## src/core/hsoc_pkg.sv

```systemverilog
// Package for the line sync output and coast block: offsets, fields, reset values.
// Assumes a single 100 MHz pixel clock domain and an 8-bit register port.
package hsoc_pkg;
  // Register offsets (8-bit address space)
  localparam logic [7:0] ADDR_PHASE = 8'h04;
  localparam logic [7:0] ADDR_WIDTH = 8'h07;
  localparam logic [7:0] ADDR_POL = 8'h10;
  localparam logic [7:0] ADDR_COAST = 8'h11;
  localparam logic [7:0] ADDR_STATUS = 8'h12;
  // Field positions
  localparam int PHASE_LSB = 3;
  localparam int POL_OUT_BIT = 5;
  localparam int POL_IN_BIT = 6;
  localparam int POL_AUTO_BIT = 7;
  localparam int COAST_EN_LSB = 1;
  // Reset values
  localparam logic [4:0] PHASE_RST = 5'h00;
  localparam logic [7:0] WIDTH_RST = 8'h20;
  localparam logic [7:0] POL_RST = 8'h80;
  localparam logic [7:0] COAST_RST = 8'h00;
  // Phase steps per full cycle, and step size in hundredths of a degree
  localparam int PHASE_STEPS = 32;
  localparam int DEG_FULL_CENTI = 36000;
  localparam int STEP_CENTI = DEG_FULL_CENTI / PHASE_STEPS;
  // Sync polarity settling: samples of one level that decide the input polarity
  localparam logic [7:0] POL_VOTE_CNT = 8'h40;

  typedef struct packed {
    logic [4:0] phase;
    logic [7:0] width;
    logic out_high;
    logic in_high;
    logic auto_pol;
    logic [2:0] coast_en;
  } hsoc_cfg_t;

  typedef struct packed {
    logic sync_out;
    logic pix_clk;
    logic coast;
    logic ref_gate;
  } hsoc_out_t;
endpackage : hsoc_pkg

```

## src/core/hsoc_phase.sv

```systemverilog
// Phase shifter: 32-step sampling phase counter, one step per 1/32 of a cycle.
// Assumes the line_start input marks each reference period in ref_clk cycles.
`timescale 1ns/100ps
module hsoc_phase (
  input wire logic ref_clk,
  input wire logic rst_b,
  input wire logic [4:0] phase,
  input wire logic line_start,
  output logic aligned
);
  logic [4:0] step_q;
  logic [4:0] step_d;

  // Free step counter, restarted on every accepted sync edge
  always_comb begin
    step_d = step_q + 5'h01;
    if (line_start) begin
      step_d = 5'h00;
    end
  end

  always_ff @(posedge ref_clk) begin
    if (!rst_b) begin
      step_q <= 5'h00;
    end else begin
      step_q <= step_d;
    end
  end

  // Selected phase point; each count is 11.25 degrees of the line reference
  // Compared on the next count so a restart never matches the stale count
  always_ff @(posedge ref_clk) begin
    if (!rst_b) begin
      aligned <= 1'b0;
    end else begin
      aligned <= (step_d == phase);
    end
  end
endmodule : hsoc_phase

```

## src/core/hsoc_top.sv

```systemverilog
// Line sync regeneration, polarity detect, sampling phase and coast gating.
// Assumes raw sync and coast request arrive asynchronously on pins.
//
// Overview of operation
// - Output clock runs at half rate and rises on the same edge that moves the pixel data.
// - Sampling clock reference is derived from incoming line sync.
// - Sampling phase moves through a full cycle in 32 programmable steps.
// - Input sync polarity is detected so the leading edge is found for either input polarity.
// - Output sync polarity chosen by bit 5 of register 10H.
// - Output sync is aligned with output clock and pixel data.
// - Output sync width in pixel clocks comes from register 07H.
// - Internal coast gating blocks the reference; the clock free-runs.
// - Each phase step is one thirty-second of a cycle, 11.25 degrees.
`timescale 1ns/100ps
module hsoc_top (
  input wire logic ref_clk,
  input wire logic rst_b,
  input wire logic [7:0] reg_addr,
  input wire logic [7:0] reg_wdata,
  input wire logic reg_wr,
  input wire logic reg_rd,
  output logic [7:0] reg_rdata,
  input wire logic sync_in,
  input wire logic coast_req,
  input wire logic [23:0] pix_in,
  output logic [23:0] pix_out,
  output logic pixel_output_clock,
  output logic line_sync_output,
  output logic ref_gate,
  output logic coast_active
);
  hsoc_pkg::hsoc_cfg_t cfg_q;
  logic [1:0] sync_meta_q;
  logic [1:0] coast_meta_q;
  logic sync_prev_q;
  logic [7:0] vote_q;
  logic det_high_q;
  logic pulse_pend_q;
  logic [7:0] width_cnt_q;
  logic sync_act_q;
  logic clk_ph_q;
  logic aligned;
  logic in_high;
  logic sync_norm;
  logic lead_edge;

  // Register writes; coast enable bits steer the gating
  always_ff @(posedge ref_clk) begin
    if (!rst_b) begin
      cfg_q.phase <= hsoc_pkg::PHASE_RST;
      cfg_q.width <= hsoc_pkg::WIDTH_RST;
      cfg_q.out_high <= hsoc_pkg::POL_RST[hsoc_pkg::POL_OUT_BIT];
      cfg_q.in_high <= hsoc_pkg::POL_RST[hsoc_pkg::POL_IN_BIT];
      cfg_q.auto_pol <= hsoc_pkg::POL_RST[hsoc_pkg::POL_AUTO_BIT];
      cfg_q.coast_en <= hsoc_pkg::COAST_RST[hsoc_pkg::COAST_EN_LSB +: 3];
    end else if (reg_wr) begin
      case (reg_addr)
        hsoc_pkg::ADDR_PHASE: begin
          cfg_q.phase <= reg_wdata[hsoc_pkg::PHASE_LSB +: 5];
        end
        hsoc_pkg::ADDR_WIDTH: begin
          cfg_q.width <= reg_wdata;
        end
        hsoc_pkg::ADDR_POL: begin
          cfg_q.out_high <= reg_wdata[hsoc_pkg::POL_OUT_BIT];
          cfg_q.in_high <= reg_wdata[hsoc_pkg::POL_IN_BIT];
          cfg_q.auto_pol <= reg_wdata[hsoc_pkg::POL_AUTO_BIT];
        end
        hsoc_pkg::ADDR_COAST: begin
          cfg_q.coast_en <= reg_wdata[hsoc_pkg::COAST_EN_LSB +: 3];
        end
        default: begin
        end
      endcase
    end
  end

  // Read port, data valid the cycle after the strobe; unmapped reads zero
  always_ff @(posedge ref_clk) begin
    if (!rst_b) begin
      reg_rdata <= 8'h00;
    end else if (reg_rd) begin
      case (reg_addr)
        hsoc_pkg::ADDR_PHASE: reg_rdata <= {cfg_q.phase, 3'h0};
        hsoc_pkg::ADDR_WIDTH: reg_rdata <= cfg_q.width;
        hsoc_pkg::ADDR_POL: begin
          reg_rdata <= {cfg_q.auto_pol, cfg_q.in_high, cfg_q.out_high, 5'h00};
        end
        hsoc_pkg::ADDR_COAST: reg_rdata <= {4'h0, cfg_q.coast_en, 1'b0};
        hsoc_pkg::ADDR_STATUS: begin
          reg_rdata <= {5'h00, coast_active, det_high_q, line_sync_output};
        end
        default: reg_rdata <= 8'h00;
      endcase
    end else begin
      reg_rdata <= 8'h00;
    end
  end

  // Two-stage synchronisers for pin inputs
  always_ff @(posedge ref_clk) begin
    if (!rst_b) begin
      sync_meta_q <= 2'h0;
      coast_meta_q <= 2'h0;
    end else begin
      sync_meta_q <= {sync_meta_q[0], sync_in};
      coast_meta_q <= {coast_meta_q[0], coast_req};
    end
  end

  // Polarity vote: sync is short, so the level held most of the time is idle
  always_ff @(posedge ref_clk) begin
    if (!rst_b) begin
      vote_q <= 8'h00;
      det_high_q <= 1'b1;
    end else if (sync_meta_q[1] == det_high_q) begin
      vote_q <= vote_q + 8'h01;
      if (vote_q == hsoc_pkg::POL_VOTE_CNT) begin
        det_high_q <= ~det_high_q;
        vote_q <= 8'h00;
      end
    end else begin
      vote_q <= 8'h00;
    end
  end

  assign in_high = cfg_q.auto_pol ? det_high_q : cfg_q.in_high;
  assign sync_norm = in_high ? sync_meta_q[1] : ~sync_meta_q[1];

  // Coast: any set enable bit lets the one coast request engage free-run gating
  always_ff @(posedge ref_clk) begin
    if (!rst_b) begin
      coast_active <= 1'b0;
    end else begin
      coast_active <= (|cfg_q.coast_en) & coast_meta_q[1];
    end
  end

  // Leading edge only counts while not coasting
  always_ff @(posedge ref_clk) begin
    if (!rst_b) begin
      sync_prev_q <= 1'b0;
    end else begin
      sync_prev_q <= sync_norm;
    end
  end
  assign lead_edge = sync_norm & ~sync_prev_q & ~coast_active;

  // Reference to the PLL, blocked while coasting
  always_ff @(posedge ref_clk) begin
    if (!rst_b) begin
      ref_gate <= 1'b0;
    end else begin
      ref_gate <= lead_edge;
    end
  end

  hsoc_phase u_phase (
    .ref_clk(ref_clk),
    .rst_b(rst_b),
    .phase(cfg_q.phase),
    .line_start(lead_edge),
    .aligned(aligned)
  );

  // Pulse waits for the aligned phase point, then lasts width clocks
  always_ff @(posedge ref_clk) begin
    if (!rst_b) begin
      pulse_pend_q <= 1'b0;
      width_cnt_q <= 8'h00;
      sync_act_q <= 1'b0;
    end else begin
      if (lead_edge) begin
        pulse_pend_q <= 1'b1;
      end
      if (pulse_pend_q && aligned && !lead_edge) begin
        pulse_pend_q <= 1'b0;
        sync_act_q <= (cfg_q.width != 8'h00);
        width_cnt_q <= cfg_q.width;
      end else if (sync_act_q) begin
        width_cnt_q <= width_cnt_q - 8'h01;
        if (width_cnt_q == 8'h01) begin
          sync_act_q <= 1'b0;
        end
      end
    end
  end

  // Output stage: sync and data launched on the same edge
  always_ff @(posedge ref_clk) begin
    if (!rst_b) begin
      line_sync_output <= 1'b0;
      pix_out <= 24'h000000;
    end else begin
      line_sync_output <= cfg_q.out_high ? sync_act_q : ~sync_act_q;
      pix_out <= pix_in;
    end
  end

  // Output clock toggles on every edge, so its rise lands on the edge that moves the data
  always_ff @(posedge ref_clk) begin
    if (!rst_b) begin
      clk_ph_q <= 1'b0;
      pixel_output_clock <= 1'b0;
    end else begin
      clk_ph_q <= ~clk_ph_q;
      pixel_output_clock <= clk_ph_q;
    end
  end
endmodule : hsoc_top

```

## config.mk

```make
export PLATFORM = sky130hd
export DESIGN_NAME = hsoc_top
export DESIGN_NICKNAME = d
export VERILOG_FILES = /design/src/core/hsoc_pkg.sv /design/src/core/hsoc_phase.sv /design/src/core/hsoc_top.sv
export SDC_FILE = /design/constraint.sdc
export NUM_CORES = 1
export LEC_CHECK = 0
export ABC_AREA = 1
export BUFFER_PORTS_ARGS = -buffer_cell sky130_fd_sc_hd__buf_2
export CAP_MARGIN = 10
export CORE_UTILIZATION = 30
export CTS_BUF_LIST = sky130_fd_sc_hd__clkbuf_4
export DETAILED_ROUTE_END_ITERATION = 10
export PLACE_DENSITY = 0.6
export SLEW_MARGIN = 20
export SYNTH_ARGS = -nofsm -noshare
export SYNTH_HDL_FRONTEND = slang
export SYNTH_SLANG_ARGS = --single-unit
export TNS_END_PERCENT = 100
```

## constraint.sdc

```tcl
create_clock -name ref_clk -period 2 [get_ports ref_clk]
set_clock_uncertainty 0.15 [all_clocks]
set_input_delay 0.3 -clock ref_clk [delete_from_list [all_inputs] [get_ports ref_clk]]
set_output_delay 0.3 -clock ref_clk [all_outputs]
set_load 0.01 [all_outputs]
```

### Yosys cells after proc, flatten, opt, wreduce, memory -nomap -nowiden

Index checks and enable logic that the tools add are counted.
Widths: inputs -> output; s select.

| word-level totals | value |
|---|---|
| bits in latches | 0 |
| bits of input ports | 46 |
| memory bits (writable) | 0 |
| ROM bits | 0 |
| register bits after elaboration | 86 |
| word-level logic and storage cells | 70 |
| memories kept | 0 |
| output and inout bits | 36 |

| cells by class | value |
|---|---|
| divide/modulo/power cells | 0 |
| eq/ne operators | 9 |
| bitwise logic cells | 11 |
| shift-type cells | 0 |
| muxes and demuxes | 10 |
| magnitude comparators | 0 |
| $add $sub $neg | 3 |
| $mul | 0 |
| reductions and logical operators | 14 |

Operator list:

| cell | number |
|---|---|
| $pmux 8 s5 | 1 |
| $eq 8x5->1 const B | 3 |
| $eq 8x3->1 const B | 2 |
| $mux 8 | 2 |
| $reduce_and 2->1 | 6 |
| $add 8x1->8 const B | 1 |
| $eq 8x1->1 const B | 1 |
| $eq 8x7->1 const B | 1 |
| $not 1->1 | 8 |
| $reduce_bool 8->1 | 1 |
| $sub 8x1->8 const B | 1 |
| $mux 1 | 6 |
| $reduce_or 3->1 | 2 |
| $add 5x1->5 const B | 1 |
| $eq 5x5->1 | 1 |
| $mux 5 | 1 |
| $and 1x1->1 | 3 |
| $logic_and 1x1->1 | 2 |
| $reduce_bool 2->1 | 1 |
| $reduce_or 2->1 | 1 |
| $eq 1x1->1 | 1 |
| $logic_not 1->1 | 1 |

### Logic depth before layout (Yosys ltp)

Gate-level depths: netlist of the first run.

| depth | value |
|---|---|
| word-level depth | 7 |
| mapped depth | 12 |
| gate-level depth less buffers | 12 |

### Hierarchy

From an unflattened synthesis of the first run, not the netlist that was laid out.

| second synthesis, totals | value |
|---|---|
| cells, all modules | 481 |
| area, all modules | 3,588.4 um2 |

By module, submodules not included:

| module | seq. area each (um2) | times used | area an instance (um2) | cells each |
|---|---|---|---|---|
| hsoc_top | 1,601.5 | 1 | 3,228.1 | 425 |
| hsoc_phase | 120.1 | 1 | 360.3 | 56 |

### Worst setup path after synthesis of the first run

No wires, ideal clock.

| timing | value |
|---|---|
| path kind | in2reg |
| start point | input port reg_addr[7] |
| end point | register cfg_q[4] in the netlist's numbering |
| buffers on the path | 0 |
| cell stages on the path | 8 |
| required time | 1,731 ps |
| arrival time | 1,139 ps |
| path slack | 592 ps |
| setup time | 119 ps |
| cells stage by stage | nor2_1 nand3_1 inv_1 nand2_1 nor2_1 inv_1 o21ai_0 a21oi_1 |

| between the ends | value |
|---|---|
| cells in the longest elaborated chain, start to end | 2 |

Ends and longest elaborated chain:

| item | RTL line | source |
|---|---|---|
| start, declared | hsoc_top.sv:18 | `input wire logic [7:0] reg_addr,` |
| $eq 8x5->1 | hsoc_top.sv:57 | `case (reg_addr)` |
| $reduce_and 2->1 (no line) | n/a |  |
| end, declared | hsoc_top.sv:32 | `hsoc_pkg::hsoc_cfg_t cfg_q;` |

Every way passes these cells.
A chain may end at the register's enable or synchronous reset.

### Worst setup path in the final report of the first run

| timing | value |
|---|---|
| start point | input port reg_addr[2] |
| end point | register cfg_q[0] in the netlist's numbering |

Same word-level chain as after synthesis.

==> results of run 1 <==
## power groups by stage
stage / Sequential (W) / Clock, W / Combinational (W)
CTS: 0.00178 / 0.00116 / 0.000314
global placement: 0.00182 / 0 / 0.000253
finish: 0.00178 / 0.00113 / 0.000315
floorplan: 0.00183 / 0 / 0.000134
global route: 0.00179 / 0.00123 / 0.000352
detailed placement: 0.00182 / 0 / 0.000259
## cell type report
| type | count | area (sq um) |
|---|---|---|
| Clock buffer | 12 | 90.1 |
| Clock inverter | 4 | 71.3 |
| Fill cell | 1176 | 6850 |
| Inverter | 89 | 339 |
| Multi-Input combinational cell | 288 | 1450 |
| Sequential cell | 86 | 1720 |
| Tap cell | 143 | 179 |
| Timing Repair Buffer | 123 | 813 |
## worst register-to-register path, delay by kind of cell (launching register included)
| kind | cells | cell delay, ps |
|---|---|---|
| flops | 1 | 470 |
| simple gates | 6 | 680 |
| buf+inv | 2 | 160 |
| compound gates | 1 | 120 |
## registers in the layout, summed over array words and instances (netlist names), 2 cells and up
| name | cells |
|---|---|
| pix_out | 24 |
| vote_q | 8 |
| cfg_q | 19 |
| coast_meta_q | 2 |
| sync_meta_q | 2 |
| u_phase.step_q | 5 |
| reg_rdata | 8 |
| width_cnt_q | 8 |
## cells in the mapped netlist (2+ instances only)
cell,count
nor4_1,3
o21ai_0,21
clkbuf_1,6
nand3_2,2
nor3_1,2
nand3_1,27
o21bai_1,2
dfxtp_1,86
nand2_2,8
a21oi_1,18
a31oi_1,2
a21oi_2,5
xnor2_1,4
o21ai_1,3
inv_1,84
xor2_1,4
nand2_4,3
ha_1,5
o211ai_1,3
buf_2,2
nand2_1,106
nor2_1,54
o22ai_1,2
nand4_1,2
inv_2,4
## cell families (layout without fill, tap and decap cells)
family          Yosys count  in the layout
buf+inv                  99            228
flops                    86             86
compound gates           59             59
xor+xnor                  8              8
fa+ha+maj                 5              5
simple gates            216            216
## through the flow
stage | setup slack [ps] | hold slack [ps]
CTS | 293 | 53.4
detailed placement | 254 | 249
finish | 242 | 77.8
global placement | 357 | 243
global route | 106 | 78.3
floorplan | 592 | 240
## worst paths after layout
| path | from | to | slack (ps) |
|---|---|---|---|
| max | reg_addr[2] | cfg_q[0] | 240 |
| min | reg_addr[1] | cfg_q[1] | 80 |
| max reg2reg | det_high_q | width_cnt_q[5] | 340 |
| min reg2reg | clk_ph_q | clk_ph_q | 270 |
## routing by layer
layer / track usage / up-vias
li1: - / 1706
met1: 0.172 / 1503
met2: 0.257 / 97
met3: 0.0279 / 23
met4: 0.0910 / 0
met5: 0 / -
==> summary.txt, run 1 <==
Timing
  – Final setup TNS: 0 ps
  – Fin crit share: 0.879
  – Final setup violation count: 0
  – Minimum clock period after layout: between 1500 and 2000 ps
  – Max Slew Vio Count: 0
  – Unrepaired setup endpoints after global routing: no
  – Final hold violation count: 0
  – Slew of the pin with the lowest slew margin: approximately 660 ps
  – Max-slew headroom: 0.560
  – Fmax: 569 MHz

Power
  – Comb power frac: 0.098
  – Total Power: 0.00323 W
  – Maximum vdd drop: 0.433 mV
  – Net Switching: between 0.0007 and 0.0008 W
  – PD cells: around 700 nW/um^2
  – Reg power frac: 0.552
  – P_int: between 0.002 and 0.0025 W
  – Switching portion of total power: 0.238
  – Clock power share: 0.351
  – Leakage Power: 2.39 nW

Synthesis
  – XOR/XNOR Fraction of Synth Area: 0.0196
  – Top cell type's share of synthesized area: 0.482
  – Synth area leader: dfxtp_1
  – Sequential area share after synthesis: 0.482
  – Synth async-reset ratio: 0
  – Main synth FF type: dfxtp_1
  – Synth top area cells: dfxtp_1 48%, nand2_1 11%, inv_1 8.8%
  – Post-synthesis adder-cell area fraction: 0.0175
  – Synth Cell Area: approximately 3600 sq um
  – Yosys warns: 0
  – Syn_nets: 524
  – Compound-Gate Fraction of Synth Area: 0.0957
  – Avg Inst Size Synth: 7.54 sq um
  – Register bit count reported by yosys: 86
  – Number of synthesized flops with an enable pin: 0
  – Main combinational cell family by area after synthesis: simple AND/OR/NAND/NOR gates
  – Synthesized instance count: roughly 470
  – Post-synthesis cell type count: 40
  – Synth Area in Simple Gates: 0.273
  – Mux share of post-synthesis cell area: 0

Setup path
  – Crit path max-delay cell type: dlygate4sd3_1
  – Largest stage delay, worst path: ~600 ps
  – Critical path class: in2reg
  – Critical path's top delay family: buffers and inverters
  – CP bufs+invs: 3
  – Startpoint types: primary input
  – WP data arrival: 1990 ps
  – Chain of cells forming the critical path: buf_2 -> nor2_1 -> inv_1 -> nor4_4 -> nand3_1 -> dlygate4sd3_1 -> a21oi_1
  – Critical-path maximum fanout: 8
  – Crit path depth: 7
  – FF-to-FF path depth: 9
  – Worst path required time: between 2000 and 2500 ps
  – CP Capture Type: flip-flop

Global routing
  – Initial antenna violation count: 0
  – First-pass GRT wire length: 14,600 microns
  – Vias in the first global route: 3,314
  – Total track usage: 0.149
  – Grt ovf: 0
  – Largest net degree at the start of global routing: 24

Clock network
  – CTS tree: yes
  – CTS Hold Bufs: 37
  – Clock root buffer: clkbuf_4
  – Num CTS Buffers: 9
  – Clk slew on worst S/H paths: between 100 and 150 ps
  – Max H-tree Level: 3
  – Clock latency at the later pin of the worst-skew pair: between 400 and 500 ps
  – Post-cts sizing count: 0
  – Post-CTS setup buffers: 0
  – CTS sink cnt: 86
  – Max Buffers Root-to-Sink: 2

Die
  – Die ar.: about 12,000 sq um
  – Row cnt: 39
  – Core Area: approximately 12,000 sq um
  – Die height: between 100 and 150 microns
  – Die X-Extent: roughly 110 microns
  – Starting Density: 0.310
  – Io pins: 82

Detailed routing
  – DRT met1 WL: between 3000 and 4000 microns
  – WL final: 8820 microns
  – Drt drc: 4
  – ANT nets after route: 0
  – Vias: around 3,300
  – Vias/cell: around 4.5
  – WL/cell: between 10 and 15 microns
  – Top sig layer: met4
  – WL met3: 449 microns
  – Met2 Wirelength: approximately 4200 microns
  – DRT Pass-1 Iters: 8
  – DRT iter0 DRCs: approximately 160

Layout
  – Diode count: 0
  – Final instance area: between 4000 and 5000 sq um
  – Share of cells above drive strength 1: 0.214
  – Most common cell after layout, fill and taps aside: nand2_1
  – Non-Filler Instances: 745
  – Post-layout util: 0.405
  – Nets: ~650
  – Synthesis-to-layout area growth: 30.7%
  – Commonest cells after routing, fill and taps aside: 106 x nand2_1, 86 x dfxtp_1, 84 x inv_1, 81 x buf_2, 54 x nor2_1

Outcome
  – Failing checks: design-rule violations
  – Outcome: complete, but fails checks

Placed design
  – IO Port Bufs: slightly above 80
  – Dpl hpwl: 6240 microns
  – Inst Count DP: between 600 and 700
  – Final Wtd Congestion: 0.847
  – Placed Area: roughly 4100 sq um

Worst hold path
  – Path type of the worst min-delay path: in2reg
  – WHS Path Cells: 4

Run
  – Max-cap violations: 0
(Power assumes the default switching activity.)
==> run 2, diff against run 1 <==
--- a/config.mk
+++ b/config.mk
@@ -11,9 +11,10 @@
 export CORE_UTILIZATION = 30
 export CTS_BUF_LIST = sky130_fd_sc_hd__clkbuf_4
 export DETAILED_ROUTE_END_ITERATION = 10
-export PLACE_DENSITY = 0.6
+export PLACE_DENSITY = 0.59
 export SLEW_MARGIN = 20
 export SYNTH_ARGS = -nofsm -noshare
 export SYNTH_HDL_FRONTEND = slang
+export SYNTH_HIERARCHICAL = 1
 export SYNTH_SLANG_ARGS = --single-unit
 export TNS_END_PERCENT = 100
==> summary.txt, run 2 <==
Clock network
  – CTS tree: yes
  – Clock latency at the later pin of the worst-skew pair: roughly 460 ps
  – Clock root buffer: clkbuf_4
  – Post-CTS setup buffers: 0
  – Max H-tree Level: 3
  – Clk slew on worst S/H paths: ~150 ps
  – Num CTS Buffers: 9
  – CTS sink cnt: 86
  – Max Buffers Root-to-Sink: 2

Setup path
  – Critical path class: reg2reg
  – Largest stage delay, worst path: around 410 ps
  – Startpoint types: flip-flop
  – Worst path required time: about 2300 ps
  – CP bufs+invs: 2
  – Crit path max-delay cell type: dfxtp_1
  – WP data arrival: just over 2000 ps
  – CP most frequent cell: nand2_1
  – Chain of cells forming the critical path: nand2_1 -> nand2_1 -> nand2_1 -> nand3_1 -> inv_1 -> inv_4 -> nand2_1 -> nor2_1 -> nor2_1 -> nor2_2 -> nand3_2 -> nor2_2
  – Critical path's top delay family: simple AND/OR/NAND/NOR gates
  – CP Capture Type: flip-flop
  – Critical-path maximum fanout: 9

Die
  – Die X-Extent: about 110 microns
  – Die height: between 100 and 150 microns
  – Row cnt: 39
  – Starting Density: 0.312
  – Die ar.: approximately 12,000 sq um
  – Io pins: 82
  – Core Area: ~12,000 sq um

Global routing
  – Initial antenna violation count: 0
  – Total track usage: 0.157
  – Grt ovf: 0
  – First-pass GRT wire length: around 15,000 microns
  – Largest net degree at the start of global routing: 27
  – Vias in the first global route: 3,340

Detailed routing
  – WL met3: 529 microns
  – DRT met1 WL: roughly 4100 microns
  – Vias: 3,375
  – ANT nets after route: 0
  – DRT Pass-1 Iters: 8
  – DRT iter0 DRCs: ~140
  – WL/cell: 12.1 microns
  – Vias/cell: roughly 4.5
  – Drt drc: 2
  – Met2 Wirelength: approximately 4300 microns
  – Top sig layer: met4
  – WL final: between 9000 and 10,000 microns

Layout
  – FF/Latch Area: around 1700 sq um
  – Final instance area: around 4600 sq um
  – Synthesis-to-layout area growth: 28.7%
  – Share of cells above drive strength 1: 0.208
  – Multi-input gate area: around 1500 sq um
  – Nets: ~650
  – Diode count: 0
  – Most common cell after layout, fill and taps aside: nand2_1
  – Largest regs: pix_out: 24 flops, cfg_q: 19 flops
  – Max reg flops: 24
  – Top reg by flops: pix_out
  – Commonest cells after routing, fill and taps aside: 92 x nand2_1, 86 x inv_1, 86 x dfxtp_1, 81 x buf_2, 51 x nor2_1
  – Filler cell count: between 1,000 and 1,500

Worst hold path
  – Path type of the worst min-delay path: in2reg

Synthesis
  – Sequential area share after synthesis: 0.480
  – Avg Inst Size Synth: 7.46 sq um
  – Synth async-reset ratio: 0
  – Most frequent cell after synthesis: nand2_1
  – Synth Cell Area: 3590 sq um
  – Top cell type's share of synthesized area: 0.480
  – Synth top area cells: dfxtp_1 48%, nand2_1 9.6%, inv_1 9.0%
  – Number of synthesized flops with an enable pin: 0
  – Synthesized instance count: a little under 500
  – Synth area leader: dfxtp_1
  – Syn_nets: about 530
  – Post-synthesis cell type count: 38
  – Yosys warns: 6
  – Register bit count reported by yosys: between 80 and 90
  – Top post-synthesis cells by count: 92 x nand2_1, 86 x dfxtp_1, 86 x inv_1
  – Main synth FF type: dfxtp_1

Power
  – PD cells: 648 nW/um^2
  – Maximum vdd drop: about 0.34 mV
  – Total Power: 0.00299 W
  – Leakage Power: about 2.3 nW

Timing
  – Minimum clock period after layout: ~1800 ps
  – Fmax: around 560 MHz
  – Final setup TNS: 0 ps
  – Slew of the pin with the lowest slew margin: ~440 ps
  – Unrepaired setup endpoints after global routing: no
  – Final hold violation count: 0
  – Max-slew headroom: 0.706
  – Smallest hold slack: roughly 29 ps
  – PnR worst setup slack: about 220 ps
  – Max Slew Vio Count: 0
  – Final setup violation count: 0
  – Fin crit share: 0.890

Run
  – Max-cap violations: 0

Placed design
  – Dpl hpwl: between 6000 and 7000 microns
  – IO Port Bufs: 81
  – Final Wtd Congestion: 0.837
  – Pre-CTS setup slack: 236 ps
  – Placed Area: between 4000 and 5000 sq um

Outcome
  – Failing checks: design-rule violations
  – Outcome: complete, but fails checks
==> run 2: cell types whose count changed after synthesis, moves of 3 or more <==
cell     delta
nor2_1      -3
nand2_4     -3
nand2_2     -4
nor3_1      +7
nand2_1    -14
nand3_1    +12
a21oi_1    +11
o21ai_1     -3
o21ai_0     +7
xnor2_1     -3
nand4_1     +5
==> run 2: cells by family (layout without fill, tap and decap cells) <==
family | after synthesis | after routing | synth area share
AND/OR/NAND/NOR | 215 | 215 | 0.271
buffers and inverters | 101 | 227 | 0.110
flip-flops | 86 | 86 | 0.480
AO/OA/AOI/OAI | 69 | 69 | 0.109
adder cells (fa/ha/maj) | 5 | 5 | 0.0174
XOR/XNOR | 5 | 5 | 0.0122
==> run 2: layout make-up <==
cell class,count,share of cell area
timing repair buffer,121,0.171
sequential,86,0.373
clock inverter,7,0.0108
inverter,90,0.0737
multi-input combinational,294,0.319
clock buffer,9,0.0146
tap,143,0.0387
==> run 2: worst paths after layout <==
check	start	end	slack, ps	cells past startpoint
worst max-delay path	det_high_q	u_phase/aligned	220	12
worst min-delay path	reg_wdata[1]	cfg_q[7]	30	3
worst min register to register	coast_meta_q[0]	coast_meta_q[1]	280	2
worst max register to register	det_high_q	u_phase/aligned	220	12
==> run 2: tightest hold or removal path: stages <==
cell and delay (ps):
buf_2 100, o21ai_0 80, a21oi_1 110
==> run 2: per-layer routing <==
metal	up-vias	global-route usage
met5	-	0
met4	0	0.0703
met3	10	0.0392
met2	84	0.271
met1	1527	0.183
li1	1754	-
==> run 2: what timing repair did <==
action                    CTS  global route
hold buffers               33             0
hold endpoints to repair   43             0
resized for setup           0             0
==> run 2: power by group <==
group | switching (W) | internal (W)
Sequential | 0.0000232 | 0.00176
Clock | 0.000620 | 0.000256
Combinational | 0.000177 | 0.000155
==> run 2: through the flow <==
step | utilization | instances
final | 0.401 | 750
after CTS | 0.401 | 750
after detailed placement | 0.362 | 701
after global routing | 0.401 | 750
after global placement | 0.362 | 701
after floorplan | - | 481
